--- src/rtl/frame_pkg.sv ---
// Constants of the line frame builder and parser.
// Assumes one bit clock enable per line bit derived outside.
package frame_pkg;
  // ---------------------------------------------------------------
  // Frame layout
  // ---------------------------------------------------------------
  localparam int unsigned SYNC_BITS = 14;
  localparam int unsigned FIRST_OH_BITS = 2;
  localparam int unsigned GROUP_OH_BITS = 10;
  localparam int unsigned BLOCKS_PER_GROUP = 12;
  localparam int unsigned GROUPS = 4;
  localparam int unsigned AUX_RESERVED = 8;
  localparam int unsigned AUX_BITS = 48;
  localparam int unsigned BLOCK_BITS_TWO = 145;
  localparam int unsigned BLOCK_BITS_ONE = 289;
  localparam int unsigned FRAME_TWO_MIN = 7006;
  localparam int unsigned FRAME_TWO_NOM = 7008;
  localparam int unsigned FRAME_TWO_MAX = 7010;
  localparam int unsigned FRAME_ONE_MIN = 13918;
  localparam int unsigned FRAME_ONE_NOM = 13920;
  localparam int unsigned FRAME_ONE_MAX = 13922;
  localparam logic [13:0] SYNC_PATTERN = 14'h3f0d;
  // ---------------------------------------------------------------
  // Timing
  // ---------------------------------------------------------------
  localparam int unsigned FRAME_TIME_US = 6000;
  localparam int unsigned CLK_MHZ = 20;
  localparam int unsigned FRAME_CYCLES = FRAME_TIME_US * CLK_MHZ;
  localparam int unsigned DEAD_BAND_UI = 2;
  // Stuffing counts of pairs
  localparam logic [1:0] STUFF_NOMINAL = 2'h1;
  localparam int unsigned FIFO_DEPTH = 8;
  localparam int unsigned FIFO_WIDTH = 8;
  localparam logic [15:0] CNT_RESET = 16'h0000;
endpackage : frame_pkg

--- src/rtl/byte_fifo.sv ---
// Small flip-flop FIFO with valid/ready on both sides.
// Assumes one clock and a synchronous active-high reset.
`timescale 1ns/1ps
`default_nettype none
module byte_fifo #(
  parameter int unsigned WIDTH = 8,
  parameter int unsigned DEPTH = 8
) (
  input wire logic ref_clk,
  input wire logic sys_rst,
  input wire logic [WIDTH-1:0] in_data,
  input wire logic in_valid,
  output logic in_ready,
  output logic [WIDTH-1:0] out_data,
  output logic out_valid,
  input wire logic out_ready
);
  localparam int unsigned AW = $clog2(DEPTH);
  logic [WIDTH-1:0] mem [DEPTH];
  logic [AW-1:0] wr_ptr;
  logic [AW-1:0] rd_ptr;
  logic [AW:0] count;
  logic push;
  logic pop;
  assign in_ready = (count != (AW+1)'(DEPTH));
  assign out_valid = (count != '0);
  assign push = in_valid && in_ready;
  assign pop = out_valid && out_ready;
  assign out_data = mem[rd_ptr];
  always_ff @(posedge ref_clk)
  begin
    if (push)
    begin
      mem[wr_ptr] <= in_data;
    end
  end
  always_ff @(posedge ref_clk)
  begin
    if (sys_rst)
    begin
      wr_ptr <= '0;
      rd_ptr <= '0;
      count <= '0;
    end
    else
    begin
      if (push)
        wr_ptr <= (wr_ptr == AW'(DEPTH-1)) ? '0 : wr_ptr + 1'b1;
      if (pop)
        rd_ptr <= (rd_ptr == AW'(DEPTH-1)) ? '0 : rd_ptr + 1'b1;
      count <= count + (AW+1)'(push) - (AW+1)'(pop);
    end
  end
endmodule : byte_fifo
`default_nettype wire

--- src/rtl/sync_hunter.sv ---
// Receive sync word detector and frame length measure.
// Assumes descrambled bits arrive with a one-cycle strobe.
`timescale 1ns/1ps
`default_nettype none
module sync_hunter
  import frame_pkg::*;
(
  input wire logic ref_clk,
  input wire logic sys_rst,
  input wire logic rx_bit,
  input wire logic rx_strobe,
  input wire logic one_pair,
  output logic rx_frame_start,
  output logic [1:0] rx_stuff_pairs,
  output logic rx_length_error
);
  logic [13:0] shift;
  logic [15:0] len;
  logic [15:0] min_len;
  logic seen;
  logic hit;
  assign min_len = one_pair ? 16'(FRAME_ONE_MIN) : 16'(FRAME_TWO_MIN);
  assign hit = rx_strobe && ({shift[12:0], rx_bit} == SYNC_PATTERN);
  always_ff @(posedge ref_clk)
  begin
    if (sys_rst)
    begin
      shift <= '0;
      len <= CNT_RESET;
      seen <= 1'b0;
      rx_frame_start <= 1'b0;
      rx_stuff_pairs <= STUFF_NOMINAL;
      rx_length_error <= 1'b0;
    end
    else
    begin
      rx_frame_start <= 1'b0;
      rx_length_error <= 1'b0;
      if (rx_strobe)
      begin
        shift <= {shift[12:0], rx_bit};
        len <= len + 16'h0001;
      end
      // Length is known only when the next sync word lands
      if (hit)
      begin
        // Hit bit opens the next span, so spacing equals frame length
        len <= 16'h0001;
        seen <= 1'b1;
        rx_frame_start <= seen;
        if (seen && len == min_len)
          rx_stuff_pairs <= 2'h0;
        else if (seen && len == min_len + 16'h0002)
          rx_stuff_pairs <= 2'h1;
        else if (seen && len == min_len + 16'h0004)
          rx_stuff_pairs <= 2'h2;
        else
          rx_length_error <= seen;
      end
    end
  end
endmodule : sync_hunter
`default_nettype wire

--- src/rtl/frame_builder.sv ---
// Transmit frame builder with receive frame length measure.
// Assumes a bit strobe from the line side and a byte source.
`timescale 1ns/1ps
`default_nettype none
module frame_builder
  import frame_pkg::*;
(
  input wire logic ref_clk,
  input wire logic sys_rst,
  input wire logic one_pair,
  input wire logic link_ready,
  input wire logic bit_strobe,
  input wire logic [7:0] core_data,
  input wire logic core_valid,
  output logic core_ready,
  input wire logic [39:0] aux_data,
  input wire logic [39:0] aux_used,
  input wire logic [31:0] overhead_data,
  input wire logic signed [7:0] phase_error,
  output logic tx_bit,
  output logic tx_bit_valid,
  output logic tx_frame_start,
  output logic [1:0] tx_stuff_pairs,
  output logic tx_fifo_underrun,
  input wire logic rx_bit,
  input wire logic rx_strobe,
  output logic rx_frame_start,
  output logic [1:0] rx_stuff_pairs,
  output logic rx_length_error
);
  // ---------------------------------------------------------------
  // Section kinds
  // ---------------------------------------------------------------
  typedef enum {
    SEC_IDLE,
    SEC_SYNC,
    SEC_OH,
    SEC_AUX,
    SEC_PAYLOAD,
    SEC_STUFF
  } section_t;
  section_t sec;
  logic [8:0] sec_cnt;
  logic [1:0] group;
  logic [3:0] block;
  logic [5:0] aux_idx;
  logic [5:0] oh_idx;
  logic [2:0] stuff_left;
  logic [1:0] stuff_now;
  logic [7:0] shreg;
  logic [2:0] bit_idx;
  logic [7:0] fifo_data;
  logic fifo_valid;
  logic fifo_pop;
  logic [8:0] block_bytes_bits;
  logic next_tx_bit;
  logic aux_value;
  logic signed [7:0] band;
  assign block_bytes_bits = one_pair ? 9'(BLOCK_BITS_ONE - 1)
                                     : 9'(BLOCK_BITS_TWO - 1);
  assign band = 8'sd1 + 8'(DEAD_BAND_UI / 2);
  // ---------------------------------------------------------------
  // Payload buffer
  // ---------------------------------------------------------------
  byte_fifo #(
    .WIDTH(FIFO_WIDTH),
    .DEPTH(FIFO_DEPTH)
  ) u_fifo (
    .ref_clk(ref_clk),
    .sys_rst(sys_rst),
    .in_data(core_data),
    .in_valid(core_valid),
    .in_ready(core_ready),
    .out_data(fifo_data),
    .out_valid(fifo_valid),
    .out_ready(fifo_pop)
  );
  // Byte leaves the buffer when its first bit is due
  assign fifo_pop = bit_strobe && sec == SEC_PAYLOAD && bit_idx == 3'h0;
  // ---------------------------------------------------------------
  // Bit selection
  // ---------------------------------------------------------------
  always_comb
  begin
    aux_value = 1'b1;
    if (aux_idx >= 6'(AUX_RESERVED))
      aux_value = aux_used[aux_idx - 6'(AUX_RESERVED)]
                  ? aux_data[aux_idx - 6'(AUX_RESERVED)] : 1'b1;
    else
      aux_value = 1'b1;
    next_tx_bit = 1'b1;
    unique case (sec)
      SEC_IDLE: next_tx_bit = 1'b1;
      SEC_SYNC: next_tx_bit = SYNC_PATTERN[4'(SYNC_BITS - 1) - sec_cnt[3:0]];
      SEC_OH: next_tx_bit = overhead_data[oh_idx[4:0]];
      SEC_AUX: next_tx_bit = aux_value;
      SEC_PAYLOAD: next_tx_bit = (bit_idx == 3'h0)
                                 ? (fifo_valid ? fifo_data[0] : 1'b1)
                                 : shreg[bit_idx];
      SEC_STUFF: next_tx_bit = 1'b1;
    endcase
  end
  // ---------------------------------------------------------------
  // Stuffing decision with dead band
  // ---------------------------------------------------------------
  always_comb
  begin
    stuff_now = STUFF_NOMINAL;
    if (phase_error > band)
      stuff_now = 2'h2;
    else if (phase_error < -band)
      stuff_now = 2'h0;
  end
  // ---------------------------------------------------------------
  // Sequencer
  // ---------------------------------------------------------------
  always_ff @(posedge ref_clk)
  begin
    if (sys_rst)
    begin
      sec <= SEC_IDLE;
      sec_cnt <= '0;
      group <= '0;
      block <= '0;
      aux_idx <= '0;
      oh_idx <= '0;
      stuff_left <= '0;
      tx_stuff_pairs <= STUFF_NOMINAL;
      tx_frame_start <= 1'b0;
      tx_bit <= 1'b1;
      tx_bit_valid <= 1'b0;
      bit_idx <= '0;
      shreg <= 8'hff;
      tx_fifo_underrun <= 1'b0;
    end
    else
    begin
      tx_frame_start <= 1'b0;
      tx_bit_valid <= 1'b0;
      tx_fifo_underrun <= 1'b0;
      if (bit_strobe)
      begin
        tx_bit <= next_tx_bit;
        tx_bit_valid <= 1'b1;
        sec_cnt <= sec_cnt + 9'h001;
        unique case (sec)
          SEC_IDLE:
          begin
            if (link_ready)
            begin
              // Shared strobe gives aligned starts on all pairs
              sec <= SEC_SYNC;
              sec_cnt <= '0;
              aux_idx <= '0;
              oh_idx <= '0;
              group <= '0;
            end
          end
          SEC_SYNC:
          begin
            // Start marks the first sync bit, not the bit before it
            if (sec_cnt == 9'h000)
            begin
              tx_frame_start <= 1'b1;
              tx_stuff_pairs <= stuff_now;
            end
            if (sec_cnt == 9'(SYNC_BITS - 1))
            begin
              sec <= SEC_OH;
              sec_cnt <= '0;
            end
          end
          SEC_OH:
          begin
            oh_idx <= oh_idx + 6'h01;
            if (sec_cnt == ((group == 2'h0) ? 9'(FIRST_OH_BITS - 1)
                                            : 9'(GROUP_OH_BITS - 1)))
            begin
              sec <= SEC_AUX;
              sec_cnt <= '0;
              block <= '0;
            end
          end
          SEC_AUX:
          begin
            aux_idx <= aux_idx + 6'h01;
            sec <= SEC_PAYLOAD;
            sec_cnt <= '0;
            bit_idx <= '0;
          end
          SEC_PAYLOAD:
          begin
            bit_idx <= bit_idx + 3'h1;
            if (bit_idx == 3'h0)
            begin
              shreg <= fifo_valid ? fifo_data : 8'hff;
              tx_fifo_underrun <= !fifo_valid;
            end
            if (sec_cnt == block_bytes_bits - 9'h001)
            begin
              sec_cnt <= '0;
              if (block != 4'(BLOCKS_PER_GROUP - 1))
              begin
                block <= block + 4'h1;
                sec <= SEC_AUX;
              end
              else if (group != 2'(GROUPS - 1))
              begin
                group <= group + 2'h1;
                sec <= SEC_OH;
              end
              else if (tx_stuff_pairs != 2'h0)
              begin
                sec <= SEC_STUFF;
                stuff_left <= {tx_stuff_pairs, 1'b0} - 3'h1;
              end
              else
              begin
                sec <= SEC_SYNC;
                aux_idx <= '0;
                oh_idx <= '0;
                group <= '0;
                if (!link_ready)
                  sec <= SEC_IDLE;
              end
            end
          end
          SEC_STUFF:
          begin
            stuff_left <= stuff_left - 3'h1;
            if (stuff_left == 3'h0)
            begin
              // Frame end: lengths land on 3 options
              sec <= link_ready ? SEC_SYNC : SEC_IDLE;
              sec_cnt <= '0;
              aux_idx <= '0;
              oh_idx <= '0;
              group <= '0;
            end
          end
        endcase
      end
    end
  end
  // ---------------------------------------------------------------
  // Receive length measure
  // ---------------------------------------------------------------
  sync_hunter u_hunter (
    .ref_clk(ref_clk),
    .sys_rst(sys_rst),
    .rx_bit(rx_bit),
    .rx_strobe(rx_strobe),
    .one_pair(one_pair),
    .rx_frame_start(rx_frame_start),
    .rx_stuff_pairs(rx_stuff_pairs),
    .rx_length_error(rx_length_error)
  );
  // Bit strobe comes from the shared exchange clock
endmodule : frame_builder
`default_nettype wire

--- config.mk ---
export PLATFORM = sky130hd
export DESIGN_NAME = frame_builder
export DESIGN_NICKNAME = d
export VERILOG_FILES = /design/src/rtl/frame_pkg.sv /design/src/rtl/byte_fifo.sv /design/src/rtl/sync_hunter.sv /design/src/rtl/frame_builder.sv
export SDC_FILE = /design/constraint.sdc
export NUM_CORES = 1
export LEC_CHECK = 0
export BUFFER_PORTS_ARGS = -buffer_cell sky130_fd_sc_hd__buf_2
export CORE_ASPECT_RATIO = 0.8
export CORE_MARGIN = 3
export CORE_UTILIZATION = 48
export DETAILED_ROUTE_END_ITERATION = 10
export PLACE_DENSITY_LB_ADDON = 0.12
export SYNTH_ARGS = -nofsm -noshare
export SYNTH_HDL_FRONTEND = slang
export SYNTH_SLANG_ARGS = --single-unit
export TNS_END_PERCENT = 100
--- constraint.sdc ---
create_clock -name ref_clk -period 3.1 [get_ports ref_clk]
set_clock_uncertainty 0.1 [all_clocks]
set_input_delay 0.31 -clock ref_clk [delete_from_list [all_inputs] [get_ports ref_clk]]
set_output_delay 0.31 -clock ref_clk [all_outputs]
set_load 0.03 [all_outputs]
# After elaboration in Yosys (flattened, before gate mapping)
# Memory sizes are Yosys's and may differ from the RTL's. A register that Yosys moved wholly into a read port is not among the register bits.
# Cells that the tools add are included.
# classes
addsub,18
n_mul,0
div_mod_pow,0
order_cmp,7
eq_ne,29
shift,0
mux,74
bitwise,5
reduce_logical,40
# ops
cell,n
one-hot mux 32 bit (6 select lines),1
two-way mux 32 bit,5
equality test 32 x 2 -> 1 bit (second input constant),2
equality test 32 x 3 -> 1 bit (second input constant),2
two-way mux 9 bit,6
one-hot mux 9 bit (6 select lines),1
one-hot mux 6 bit (4 select lines),2
two-way mux 6 bit,6
two-way mux 3 bit,11
equality test 16 bit,2
equality test 32 x 1 -> 1 bit (second input constant),1
equality test 32 x 4 -> 1 bit (second input constant),1
logical NOT 32 bit,1
!= test 2 bit (second input constant),11
two-way mux 2 bit,10
two-way mux 1 bit,17
adder 16 x 1 -> 16 bit (second input constant),1
adder 16 x 2 -> 16 bit (second input constant),1
adder 16 x 3 -> 16 bit (second input constant),1
equality test 16 x 14 -> 1 bit,1
two-way mux 4 bit,4
AND reduction 8 bit,2
equality test 14 bit (second input constant),1
two-way mux 14 bit,1
other kinds (50),82
# word_totals
reg_bits,123
latch_bits,0
ram_bits,64
rom_bits,16
inputBits,136
wordCells,199
mem_count,2
# mem_list
memory,depth,word_bits,rd,rd_clocked_by_memory_dff,wr,line,source
u_fifo.mem,8,8,1,1,1,byte_fifo.sv:19,logic [WIDTH-1:0] mem [DEPTH];
(no name shown),16,1,1,0,0,frame_builder.sv:94,SEC_SYNC: next_tx_bit = SYNC_PATTERN[4'(SYNC_BITS - 1) - sec_cnt[3:0]];

# Logic depth before layout (Yosys ltp)
# Gate-level depths: netlist (run 1).
# depth
word_depth,7
depth_mapped,13

# Hierarchy
# Synthesis (run 1) repeated with hierarchy kept, for this count alone.
# unflattened
hier_cells,825
area_unflattened_um2,8620.8
# modules_own_cells
module,n_inst,cells_each,area_per_inst_um2,seq_area_each_um2
frame_builder,1,497,3900.0,980.9
byte_fifo,1,169,3188.1,2182.1
sync_hunter,1,159,1532.7,680.7

# Least setup slack after synthesis (run 1)
# Ideal clock, no wire load.
# synth_path
kind,register to register
from,register sec[2]
to,register u_fifo.count[1]
setup_ps,127
arrival_time_ps,2671
required_ps,2873
path_slack_ps,202
path_stages_with_launch,11
cell_sequence,dfxtp_1 > inv_1 > nor3_1 > nand3_1 > clkbuf_1 > nor2_1 > ha_1 > inv_1 > ha_1 > fa_1 > nor2b_1
# synth_via
elab_chain_len,5
# synth_lines
item,line,source
start: declaration,frame_builder.sv:42,section_t sec;
start signal: assignment,frame_builder.sv:234,sec <= link_ready ? SEC_SYNC : SEC_IDLE;
equality test 32 x 4 -> 1 bit,frame_builder.sv:79,assign fifo_pop = bit_strobe && sec == SEC_PAYLOAD && bit_idx == 3'h0;
logical AND 1 bit (2 in a row),frame_builder.sv:79,
logical AND 1 bit,byte_fifo.sv:28,assign pop = out_valid && out_ready;
subtractor 4 x 1 -> 4 bit,byte_fifo.sv:51,count <= count + (AW+1)'(push) - (AW+1)'(pop);
end signal: assignment,byte_fifo.sv:51,
end: declaration,byte_fifo.sv:22,logic [AW:0] count;
# Every way passes these cells.
# A chain may end at the register's enable or synchronous reset.

# Final worst setup path (run 1)
# layout_path
from,register sec_cnt[7]
to,register sec[1]
# layout_via
elab_chain_len,3
# layout_lines
item,line,source
start: declaration,frame_builder.sv:43,logic [8:0] sec_cnt;
start signal: assignment,frame_builder.sv:145,sec_cnt <= sec_cnt + 9'h001;
"equality test 9 bit, or another cell as far along",frame_builder.sv:199,if (sec_cnt == block_bytes_bits - 9'h001)
!= test 2 bit (no line),n/a,
AND reduction 6 bit (no line) *,n/a,
# Mark *: on every way between the ends. The rest lies on a longest branch, timed or not.

==> results of run 1 <==
-- through the flow --
| step | instance area [µm²] | total power, mW | std cells | hold WS, ns |
|---|---|---|---|---|
| after floorplan | 8210 | 2.67 | 797 | 0.309 |
| after global placement | 9250 | 2.87 | 1145 | 0.341 |
| after detailed placement | 9250 | 2.88 | 1145 | 0.349 |
| after CTS | 9860 | 5.01 | 1177 | 0.0389 |
| after global routing | 9860 | 5.18 | 1177 | 0.0477 |
| final | 9860 | 4.97 | 1177 | 0.0505 |
-- cells in the mapped netlist, types with 4 or more instances --
master,instances
nand3_1,19
ha_1,33
dfxtp_1,96
o211ai_1,4
and3_1,8
nor3_1,17
or4_1,7
a21oi_1,56
a31oi_1,11
and2_1,4
clkbuf_1,34
inv_1,43
xor2_1,14
nor2_1,73
nor2b_1,10
nand4_1,11
o32ai_1,10
nor4_1,9
o21ai_0,27
nand4b_1,5
mux4_2,27
a211oi_1,4
o221ai_1,7
nor3b_1,6
mux2i_1,34
a211o_1,8
nand2_1,57
nand3b_1,5
buf_1,8
xnor2_1,6
edfxtp_1,64
nand2b_1,17
or3_1,15
-- per-layer routing --
layer  vias to the layer above  part of all wire [%]
met5                         -                     0
met4                         0                  0.88
met3                        13                   4.2
met2                       127                    48
met1                      3017                    47
li1                       3261                     -
-- state kept, by name, summed over array words and instances, names as in the netlist, 2 cells and up, named ones only --
signal                   cells
tx_stuff_pairs               2
sec_cnt                      9
bit_idx                      3
block                        4
oh_idx                       5
u_hunter.rx_stuff_pairs      2
u_fifo.count                 4
stuff_left                   3
u_hunter.shift              13
u_fifo.wr_ptr                3
u_fifo.rd_ptr                3
aux_idx                      6
sec                          3
u_fifo.mem                  64
group                        2
u_hunter.len                16
shreg                        8
-- path summary, 6_finish.rpt --
kind	startpoint	endpoint	slack, ns	cells after the start
max	sec_cnt[7]$_SDFFE_PP0P_	sec[1]$_SDFFE_PP0P_	0.26	6
min	core_data[2]	u_fifo.mem[3][2]$_DFFE_PP_	0.05	1
max reg2reg	sec_cnt[7]$_SDFFE_PP0P_	sec[1]$_SDFFE_PP0P_	0.26	6
min reg2reg	u_hunter.rx_stuff_pairs[0]$_SDFFE_PP1P_	u_hunter.rx_stuff_pairs[0]$_SDFFE_PP1P_	0.36	2
-- final cells by class --
type                    count  area (µm²)  area share, %
multi-input cells         550        4040           41.0
repair buffers            171         918           9.32
clock inverters            15         186           1.89
well taps                 220         275           2.79
flip-flops and latches    160        3840           39.0
inverters                  44         165           1.68
clock buffers              17         425           4.32
-- layout by cell type, fill, tap and decap left out, types with 6 or more instances in the layout --
cell type	Yosys	layout
nand2_1	57	57
o21ai_0	27	27
xor2_1	14	14
nor3b_1	6	6
clkbuf_16	0	17
nor4_1	9	9
nand3_1	19	19
dfxtp_1	96	96
o221ai_1	7	7
buf_2	1	146
or3_1	15	15
and3_1	8	8
nand4_1	11	11
nor2_1	73	73
a21oi_1	56	56
or4_1	7	7
nand2b_1	17	17
nor2b_1	10	10
nor3_1	17	16
xnor2_1	6	6
mux4_2	27	27
buf_4	0	25
edfxtp_1	64	64
a211o_1	8	8
inv_1	43	43
mux2i_1	34	34
o32ai_1	10	10
a31oi_1	11	11
ha_1	33	33
-- cells by family after synthesis --
family | after synthesis
compound gates | 157
xor+xnor | 20
fa+ha+maj | 34
buf+inv | 87
flops | 160
mux | 61
simple gates | 278
-- worst reg2reg max path, cell delays in order, from the launching register on --
cell and delay [ns]:
dfxtp_1 0.44, or4b_1 0.46, a2111o_1 0.55, a211oi_1 0.48
o21ai_2 0.16, or4_1 0.41, a31oi_1 0.17
-- power by group --
| group | internal [mW] | switching, mW | leakage [nW] | total, mW |
|---|---|---|---|---|
| combinational | 0.240 | 0.295 | 2.07 | 0.535 |
| sequential | 2.25 | 0.0370 | 1.36 | 2.29 |
| clock | 1.16 | 0.978 | 0.297 | 2.14 |
| total | 3.66 | 1.31 | 3.72 | 4.97 |
==> qor.csv, run 1 <==
metric;value;unit
status;finished clean;
drtIter0Drc;352;
synth_xor_area_share;2.13;%
synthAdderAreaFrac;5.27;%
synth-edff-count;64;
cts_buffer_depth;2;
antenna_found_initial;0;
async_reset_ff_share;0;%
yosysTopAreaCell;dfxtp_1;
finalMaxSlewViolations;0;
avgSynthCellArea;10.3;µm²
grtUsageMet2;30.4;%
cts_tree;built;
path_max_fanout;8;
drive_gt1_share;25.2;%
post_cts_resized;0;
fin_util;59.2;%
synthesis.nets;967;
grt_pass1_vias;5848;
io_buffer_count;146;
synth-seq-area-share;46.8;%
worstMarginPinSlew;0.815;ns
max_freq;0.353;GHz
numCtsBuffers;17;
p_leak;3.72;nW
yosysWarnings;0;
initial_core_util;49.3;%
cts.clk_slew.worst_paths;0.07;ns
synth_simple_gate_area_share;17.6;%
grt_max_degree;34;
wl_per_cell;15.3;µm
grt_use_total;19.1;%
finalSetupViolCount;0;
yosys_most_used_dff;dfxtp_1;
crit_type;register to register;
vias;6418;
synthesis.area;8210;µm²
grtUsageMet1;27.0;%
route.final.wire_length;18000;µm
path_cells;or4b_1 -> a2111o_1 -> a211oi_1 -> o21ai_2 -> or4_1 -> a31oi_1;
area_growth;20.1;%
cts_max_level;4;
grt_pass1_wl;29300;µm
dp_hpwl;12600;µm
die_h;123;µm
critPathCaptureType;register;
cts_hold_buf;0;
relSlewSlack;45.6;%
fin_crit_sh;91.5;%
critPathBufInv;0;
coreArea;16700;µm²
gp_congestion;0.854;
rsz0062_at_grt;false;
slowest_stage;a2111o_1;
hold_path_class;input pin to register;
ir_drop;0.320;mV
use_met3;3.78;%
num_antenna_cells;0;
min_period;2.84;ns
worstPathArrival;3.08;ns
clockRootBuffer;clkbuf_16;
synth_compound_area_share;12.6;%
synth_top_area_share;23.4;%
row_count;42;
maxCapViolCount;0;
cts_num_sinks;160;
setup_ws;0.264;ns
vias_per_cell;5.45;
slowest_delay;0.55;ns
ant_nets;0;
overflow;0;
start_kind;register;
crit_family;compound AO/OA/AOI/OAI gates;
dr.pass1.iters;4;
num-fill-cells;1413;
ys_types;63;
worstSkewPairLatency;0.42;ns
hold_viol_final;0;
drc;0;
crit_required;3.34;ns
top_usage_layer;met2;
setup_tns;0;ns
dp_slack;0.284;ns
synthCells;797;
die_x;152;µm
power_density;504;nW/µm²
synth_seq_cells;160;
fin_nets;1114;
synth.area.top_cells;dfxtp_1 23%, edfxtp_1 23%, mux4_2 7.4%;
synth.area.mux_share;11.6;%
synth_top_family_by_area;simple AND/OR/NAND/NOR gates;
dieArea;18700;µm²
post_cts_buffers;0;
pin_count;147;
(Power assumes the default switching activity.)
==> inputs of run 2 (changes only) <==
Settings changed: GPL_TIMING_DRIVEN from default to 0, SLEW_MARGIN from default to 20.
Clock period 3.1 ns to 2.3 ns, I/O delays scaled along.
==> run 2 against run 1 <==
  * The run now ends with setup timing left
  * Design area is 5.9% higher
  * Utilization is 3.5 points higher
  * Sequential share of layout area is 1.9 points lower
  * Via count is 6.0% higher
  * Non-clock buffer count is 40 higher
  * Flip-flop and latch count stayed put
  * Final cell count is 3.4% higher
  * Critical path type unchanged
==> qor.csv, run 2 (synthesis results as in run 1) <==
metric;value;unit
status;complete, but fails checks;
violations;setup timing;
path_cells;or4b_1 -> a2111o_1 -> buf_4 -> a211oi_4 -> o21ai_2 -> buf_4 -> or3_1 -> a21oi_1;
worstSkewPairLatency;0.43;ns
row_count;42;
slowest_stage;or4b_1;
finalMaxSlewViolations;0;
p_leak;3.89;nW
vias;6801;
hold_viol_final;0;
clockRootBuffer;clkbuf_16;
initial_core_util;49.3;%
top_register;u_fifo.mem;
maxCapViolCount;0;
setup_tns;-7.38;ns
setup_ws;-0.377;ns
grt_pass1_wl;31900;µm
drc;0;
start_kind;register;
fin_nets;1154;
die_h;123;µm
drive_gt1_share;30.0;%
wl_per_cell;16.7;µm
critPathCapture;sec[2]$_SDFFE_PP0P_;
slowest_delay;0.52;ns
io_buffer_count;146;
crit_required;2.55;ns
crit_family;compound AO/OA/AOI/OAI gates;
max_freq;0.374;GHz
hold_path_class;input pin to register;
worstPathArrival;2.92;ns
gp_congestion;0.889;
reg2reg_depth;8;
cts_num_sinks;160;
stdcell_count;1217;
rsz0062_at_grt;true;
worstMarginPinSlew;0.817;ns
reg2reg_slack;-0.38;ns
overflow;0;
cts_tree;built;
largestRegisters;u_fifo.mem (64), u_hunter.len (16), u_hunter.shift (13);
grt_pass1_vias;6278;
route.final.wire_length;20400;µm
fin_crit_sh;116;%
critical_path_depth;8;
area_growth;27.1;%
dr.pass1.iters;5;
drtIter0Drc;582;
grt_use_total;21.2;%
finalSetupViolCount;33;
critPathBufInv;2;
dieArea;18700;µm²
vias_per_cell;5.59;
p_total;6.92;mW
cts_max_level;4;
power_density;663;nW/µm²
mostFrequentLayoutCell;buf_2;
grt_max_degree;19;
crit_type;register to register;
relSlewSlack;45.2;%
antenna_found_initial;0;
cts.clk_slew.worst_paths;0.07;ns
ant_nets;0;
num_antenna_cells;0;
numCtsBuffers;17;
pin_count;147;
path_max_fanout;4;
min_period;2.68;ns
critPathCaptureType;register;
cts_buffer_depth;2;
dp_hpwl;14200;µm
fin_util;62.7;%
largest_register_ffs;64;
cp_common_cell;buf_4;
die_x;152;µm
final_cell_mix;148 x buf_2, 87 x dfxtp_1, 69 x nor2_1;
coreArea;16700;µm²
r2r_end;sec[2]$_SDFFE_PP0P_;
dp.cells;1163;
crit_start;sec_cnt[4]$_SDFFE_PP0P_;
r2r-start;sec_cnt[4]$_SDFFE_PP0P_;
ir_drop;0.560;mV
run 2: worst min-delay path by stage:
stage | from | to | slack (ns) | depth (start not counted)
5_1_grt | phase_error[7] | tx_stuff_pairs[1]$_SDFFE_PP0P_ | 0.08 | 4
3_3_place_gp | shreg[3]$_SDFFE_PP1P_ | shreg[3]$_SDFFE_PP1P_ | 0.34 | 1
6_report | phase_error[7] | tx_stuff_pairs[1]$_SDFFE_PP0P_ | 0.05 | 4
2_1_floorplan | core_data[0] | u_fifo.mem[0][0]$_DFFE_PP_ | 0.23 | 0
4_1_cts | phase_error[7] | tx_stuff_pairs[1]$_SDFFE_PP0P_ | 0.03 | 4
3_5_place_dp | shreg[3]$_SDFFE_PP1P_ | shreg[3]$_SDFFE_PP1P_ | 0.35 | 1
run 2: metrics by stage:
stage	setup slack (ns)	hold WS [ns]	area (µm²)
after CTS	-0.327	0.0311	10300
after global placement	-0.437	0.342	9300
after global routing	-0.443	0.0754	10400
after detailed placement	-0.469	0.349	9330
after floorplan	-0.132	0.229	8300
final	-0.377	0.0506	10400
run 2: power by group:
part	leakage, nW	switching [mW]	internal, mW	total, mW
Clock	0.307	1.32	1.67	2.99
Sequential	1.36	0.0558	3.03	3.09
Combinational	2.22	0.466	0.379	0.845
run 2: area by class of cell:
class	instances	area [µm²]
clock inverters	15	205
multi-input cells	550	4330
well taps	220	275
plain buffers	36	175
inverters	44	169
flip-flops and latches	160	3870
repair buffers	175	995
clock buffers	17	425
fillers	1388	6220
run 2: per-layer routing:
layer / part of all wire, % / vias to the layer above / track usage, % / wire (µm)
li1: - / 3342 / - / -
met1: 46 / 3283 / 29.2 / 9430
met2: 48 / 157 / 33.9 / 9830
met3: 4.4 / 19 / 4.65 / 891
met4: 1.1 / 0 / 6.79 / 230
met5: 0 / - / 0 / 0
run 2: what timing repair did:
item,in CTS,in global routing
pin swaps,16,13
endpoints found under the setup margin,76,96
setup buffers,13,7
hold buffers,9,0
gates cloned,1,0
endpoints found under the hold margin,65,0
resized for setup,42,41
run 2: worst min-delay path, delay by kind of cell:
kind            cells  cell delay [ns]
compound gates      1             0.05
buf+inv             1             0.09
mux                 1             0.12
simple gates        1             0.05
==> inputs of run 3 (changes only) <==
Settings changed: MAX_ROUTING_LAYER from default to met4.
==> run 3 against run 2 <==
  * The flow still finishes with violations (setup timing)
  * Final cell count unchanged
  * First-iteration DRC count down 8.1%
  * Worst hold slack worse by 0.0043 ns
  * Register-to-register slack about the same
  * Global-route usage up 0.66 points
  * Clock power about the same
  * Sequential share of layout area unchanged
  * Critical path type unchanged
  * Highest routed layer unchanged
==> qor.csv, run 3 (synthesis results as in run 1) <==
metric;value;unit
power_density;665;nW/µm²
min_period;2.68;ns
cts_num_sinks;160;
hold_path_class;input pin to register;
row_count;42;
fin_area;10400;µm²
finalMaxSlewViolations;0;
crit_type;register to register;
ant_nets;0;
maxCapViolCount;0;
cts.clk_slew.worst_paths;0.07;ns
cp_common_cell;buf_4;
dieArea;18700;µm²
drive_gt1_share;30.0;%
reg2reg_slack;-0.38;ns
largestRegisters;u_fifo.mem (64), u_hunter.len (16), u_hunter.shift (13);
mostFrequentLayoutCell;buf_2;
cts_tree;built;
dp_slack;-0.469;ns
path_max_fanout;4;
hold_viol_final;0;
grt_pass1_vias;6272;
pin_count;147;
r2r-start;sec_cnt[4]$_SDFFE_PP0P_;
worstSkewPairLatency;0.44;ns
route.final.wire_length;20400;µm
grt_use_total;21.9;%
largest_register_ffs;64;
numCtsBuffers;17;
vias_per_cell;5.56;
place_area;9330;µm²
path_cells;or4b_1 -> a2111o_1 -> buf_4 -> a211oi_4 -> o21ai_2 -> buf_4 -> or3_1 -> a21oi_1;
vias;6767;
r2r_end;sec[2]$_SDFFE_PP0P_;
worstMarginPinSlew;0.836;ns
io_buffer_count;146;
slowest_stage;or4b_1;
drtIter0Drc;535;
fin_nets;1154;
relSlewSlack;43.9;%
rsz0062_at_grt;true;
initial_core_util;49.3;%
status;complete, but fails checks;
p_leak;3.89;nW
num-fill-cells;1388;
slowest_delay;0.52;ns
min-delay-start;phase_error[7];
ir_drop;0.560;mV
fin_crit_sh;117;%
holdPathStages;4;
cts_max_level;4;
antenna_found_initial;0;
area_growth;27.1;%
wl_per_cell;16.8;µm
start_kind;register;
finalSetupViolCount;33;
dp_hpwl;14200;µm
die_x;152;µm
overflow;0;
final_cell_mix;148 x buf_2, 87 x dfxtp_1, 69 x nor2_1;
max_freq;0.373;GHz
gp_congestion;0.904;
coreArea;16700;µm²
num_antenna_cells;0;
setup_ws;-0.384;ns
holdPathEnd;tx_stuff_pairs[1]$_SDFFE_PP0P_;
critPathCaptureType;register;
crit_required;2.55;ns
violations;setup timing;
grt_pass1_wl;32000;µm
cts_buffer_depth;2;
die_h;123;µm
clockRootBuffer;clkbuf_16;
fin_util;62.7;%
grt_max_degree;19;
top_register;u_fifo.mem;
drc;0;
reg2reg_depth;8;
dr.pass1.iters;5;
worstPathArrival;2.94;ns
-- run 3: cell counts in the layout (fill, tap and decap cells not counted) --
Identical to the previous run, type by type.
-- run 3: through the flow --
step                      hold WS, ns  setup TNS [ns]  std cells  power, mW
after floorplan                 0.229           -1.16        797       3.62
after global placement          0.342          -15.79       1163       3.89
after detailed placement        0.349          -16.16       1163       3.91
after CTS                      0.0311           -6.50       1215       6.94
after global routing           0.0709          -10.51       1217       7.20
final                          0.0463           -7.36       1217       6.94
-- run 3: worst max-delay path: cells and delay by family (launching register included) --
| family | cells | cell delay (ns) |
|---|---|---|
| buf+inv | 2 | 0.36 |
| flops | 1 | 0.35 |
| compound gates | 4 | 0.97 |
| simple gates | 2 | 0.83 |
-- run 3: layout make-up --
type,count,area (µm²),area share [%]
Multi-Input combinational cell,550,4330,41.4
Tap cell,220,275,2.64
Clock buffer,17,425,4.08
Sequential cell,160,3870,37.1
Inverter,44,169,1.62
Timing Repair Buffer,175,995,9.53
Clock inverter,15,205,1.97
Buffer,36,175,1.68
-- run 3: worst max path at each step --
stage	startpoint	endpoint	slack [ns]
2_1_floorplan	sec_cnt[4]$_SDFFE_PP0P_	block[3]$_SDFFE_PP0P_	-0.13
4_1_cts	sec_cnt[4]$_SDFFE_PP0P_	sec[1]$_SDFFE_PP0P_	-0.33
3_5_place_dp	sec_cnt[7]$_SDFFE_PP0P_	aux_idx[4]$_SDFFE_PP0P_	-0.47
6_report	sec_cnt[4]$_SDFFE_PP0P_	sec[2]$_SDFFE_PP0P_	-0.38
5_1_grt	sec_cnt[4]$_SDFFE_PP0P_	oh_idx[4]$_SDFFE_PP0P_	-0.44
3_3_place_gp	sec_cnt[7]$_SDFFE_PP0P_	aux_idx[3]$_SDFFE_PP0P_	-0.44
-- run 3: repair_timing --
| item | in CTS | in global routing |
|---|---|---|
| pin swaps | 16 | 13 |
| setup endpoints to repair | 76 | 96 |
| gates resized for setup | 42 | 41 |
| gates cloned | 1 | 0 |
| hold buffers | 9 | 0 |
| endpoints found under the hold margin | 65 | 0 |
| setup buffers | 13 | 7 |
-- run 3: report_power, final --
part | switching [mW] | leakage [nW] | internal, mW | total (mW)
Sequential | 0.0560 | 1.36 | 3.03 | 3.09
Clock | 1.33 | 0.307 | 1.67 | 3.01
Combinational | 0.468 | 2.22 | 0.379 | 0.847
-- run 3: metal layers --
layer	vias up	part of all wire [%]	GRT usage, %
li1	3339	-	-
met1	3257	46	29.2
met2	157	48	33.8
met3	14	4.7	5.28
met4	0	0.73	6.12
met5	-	0	-
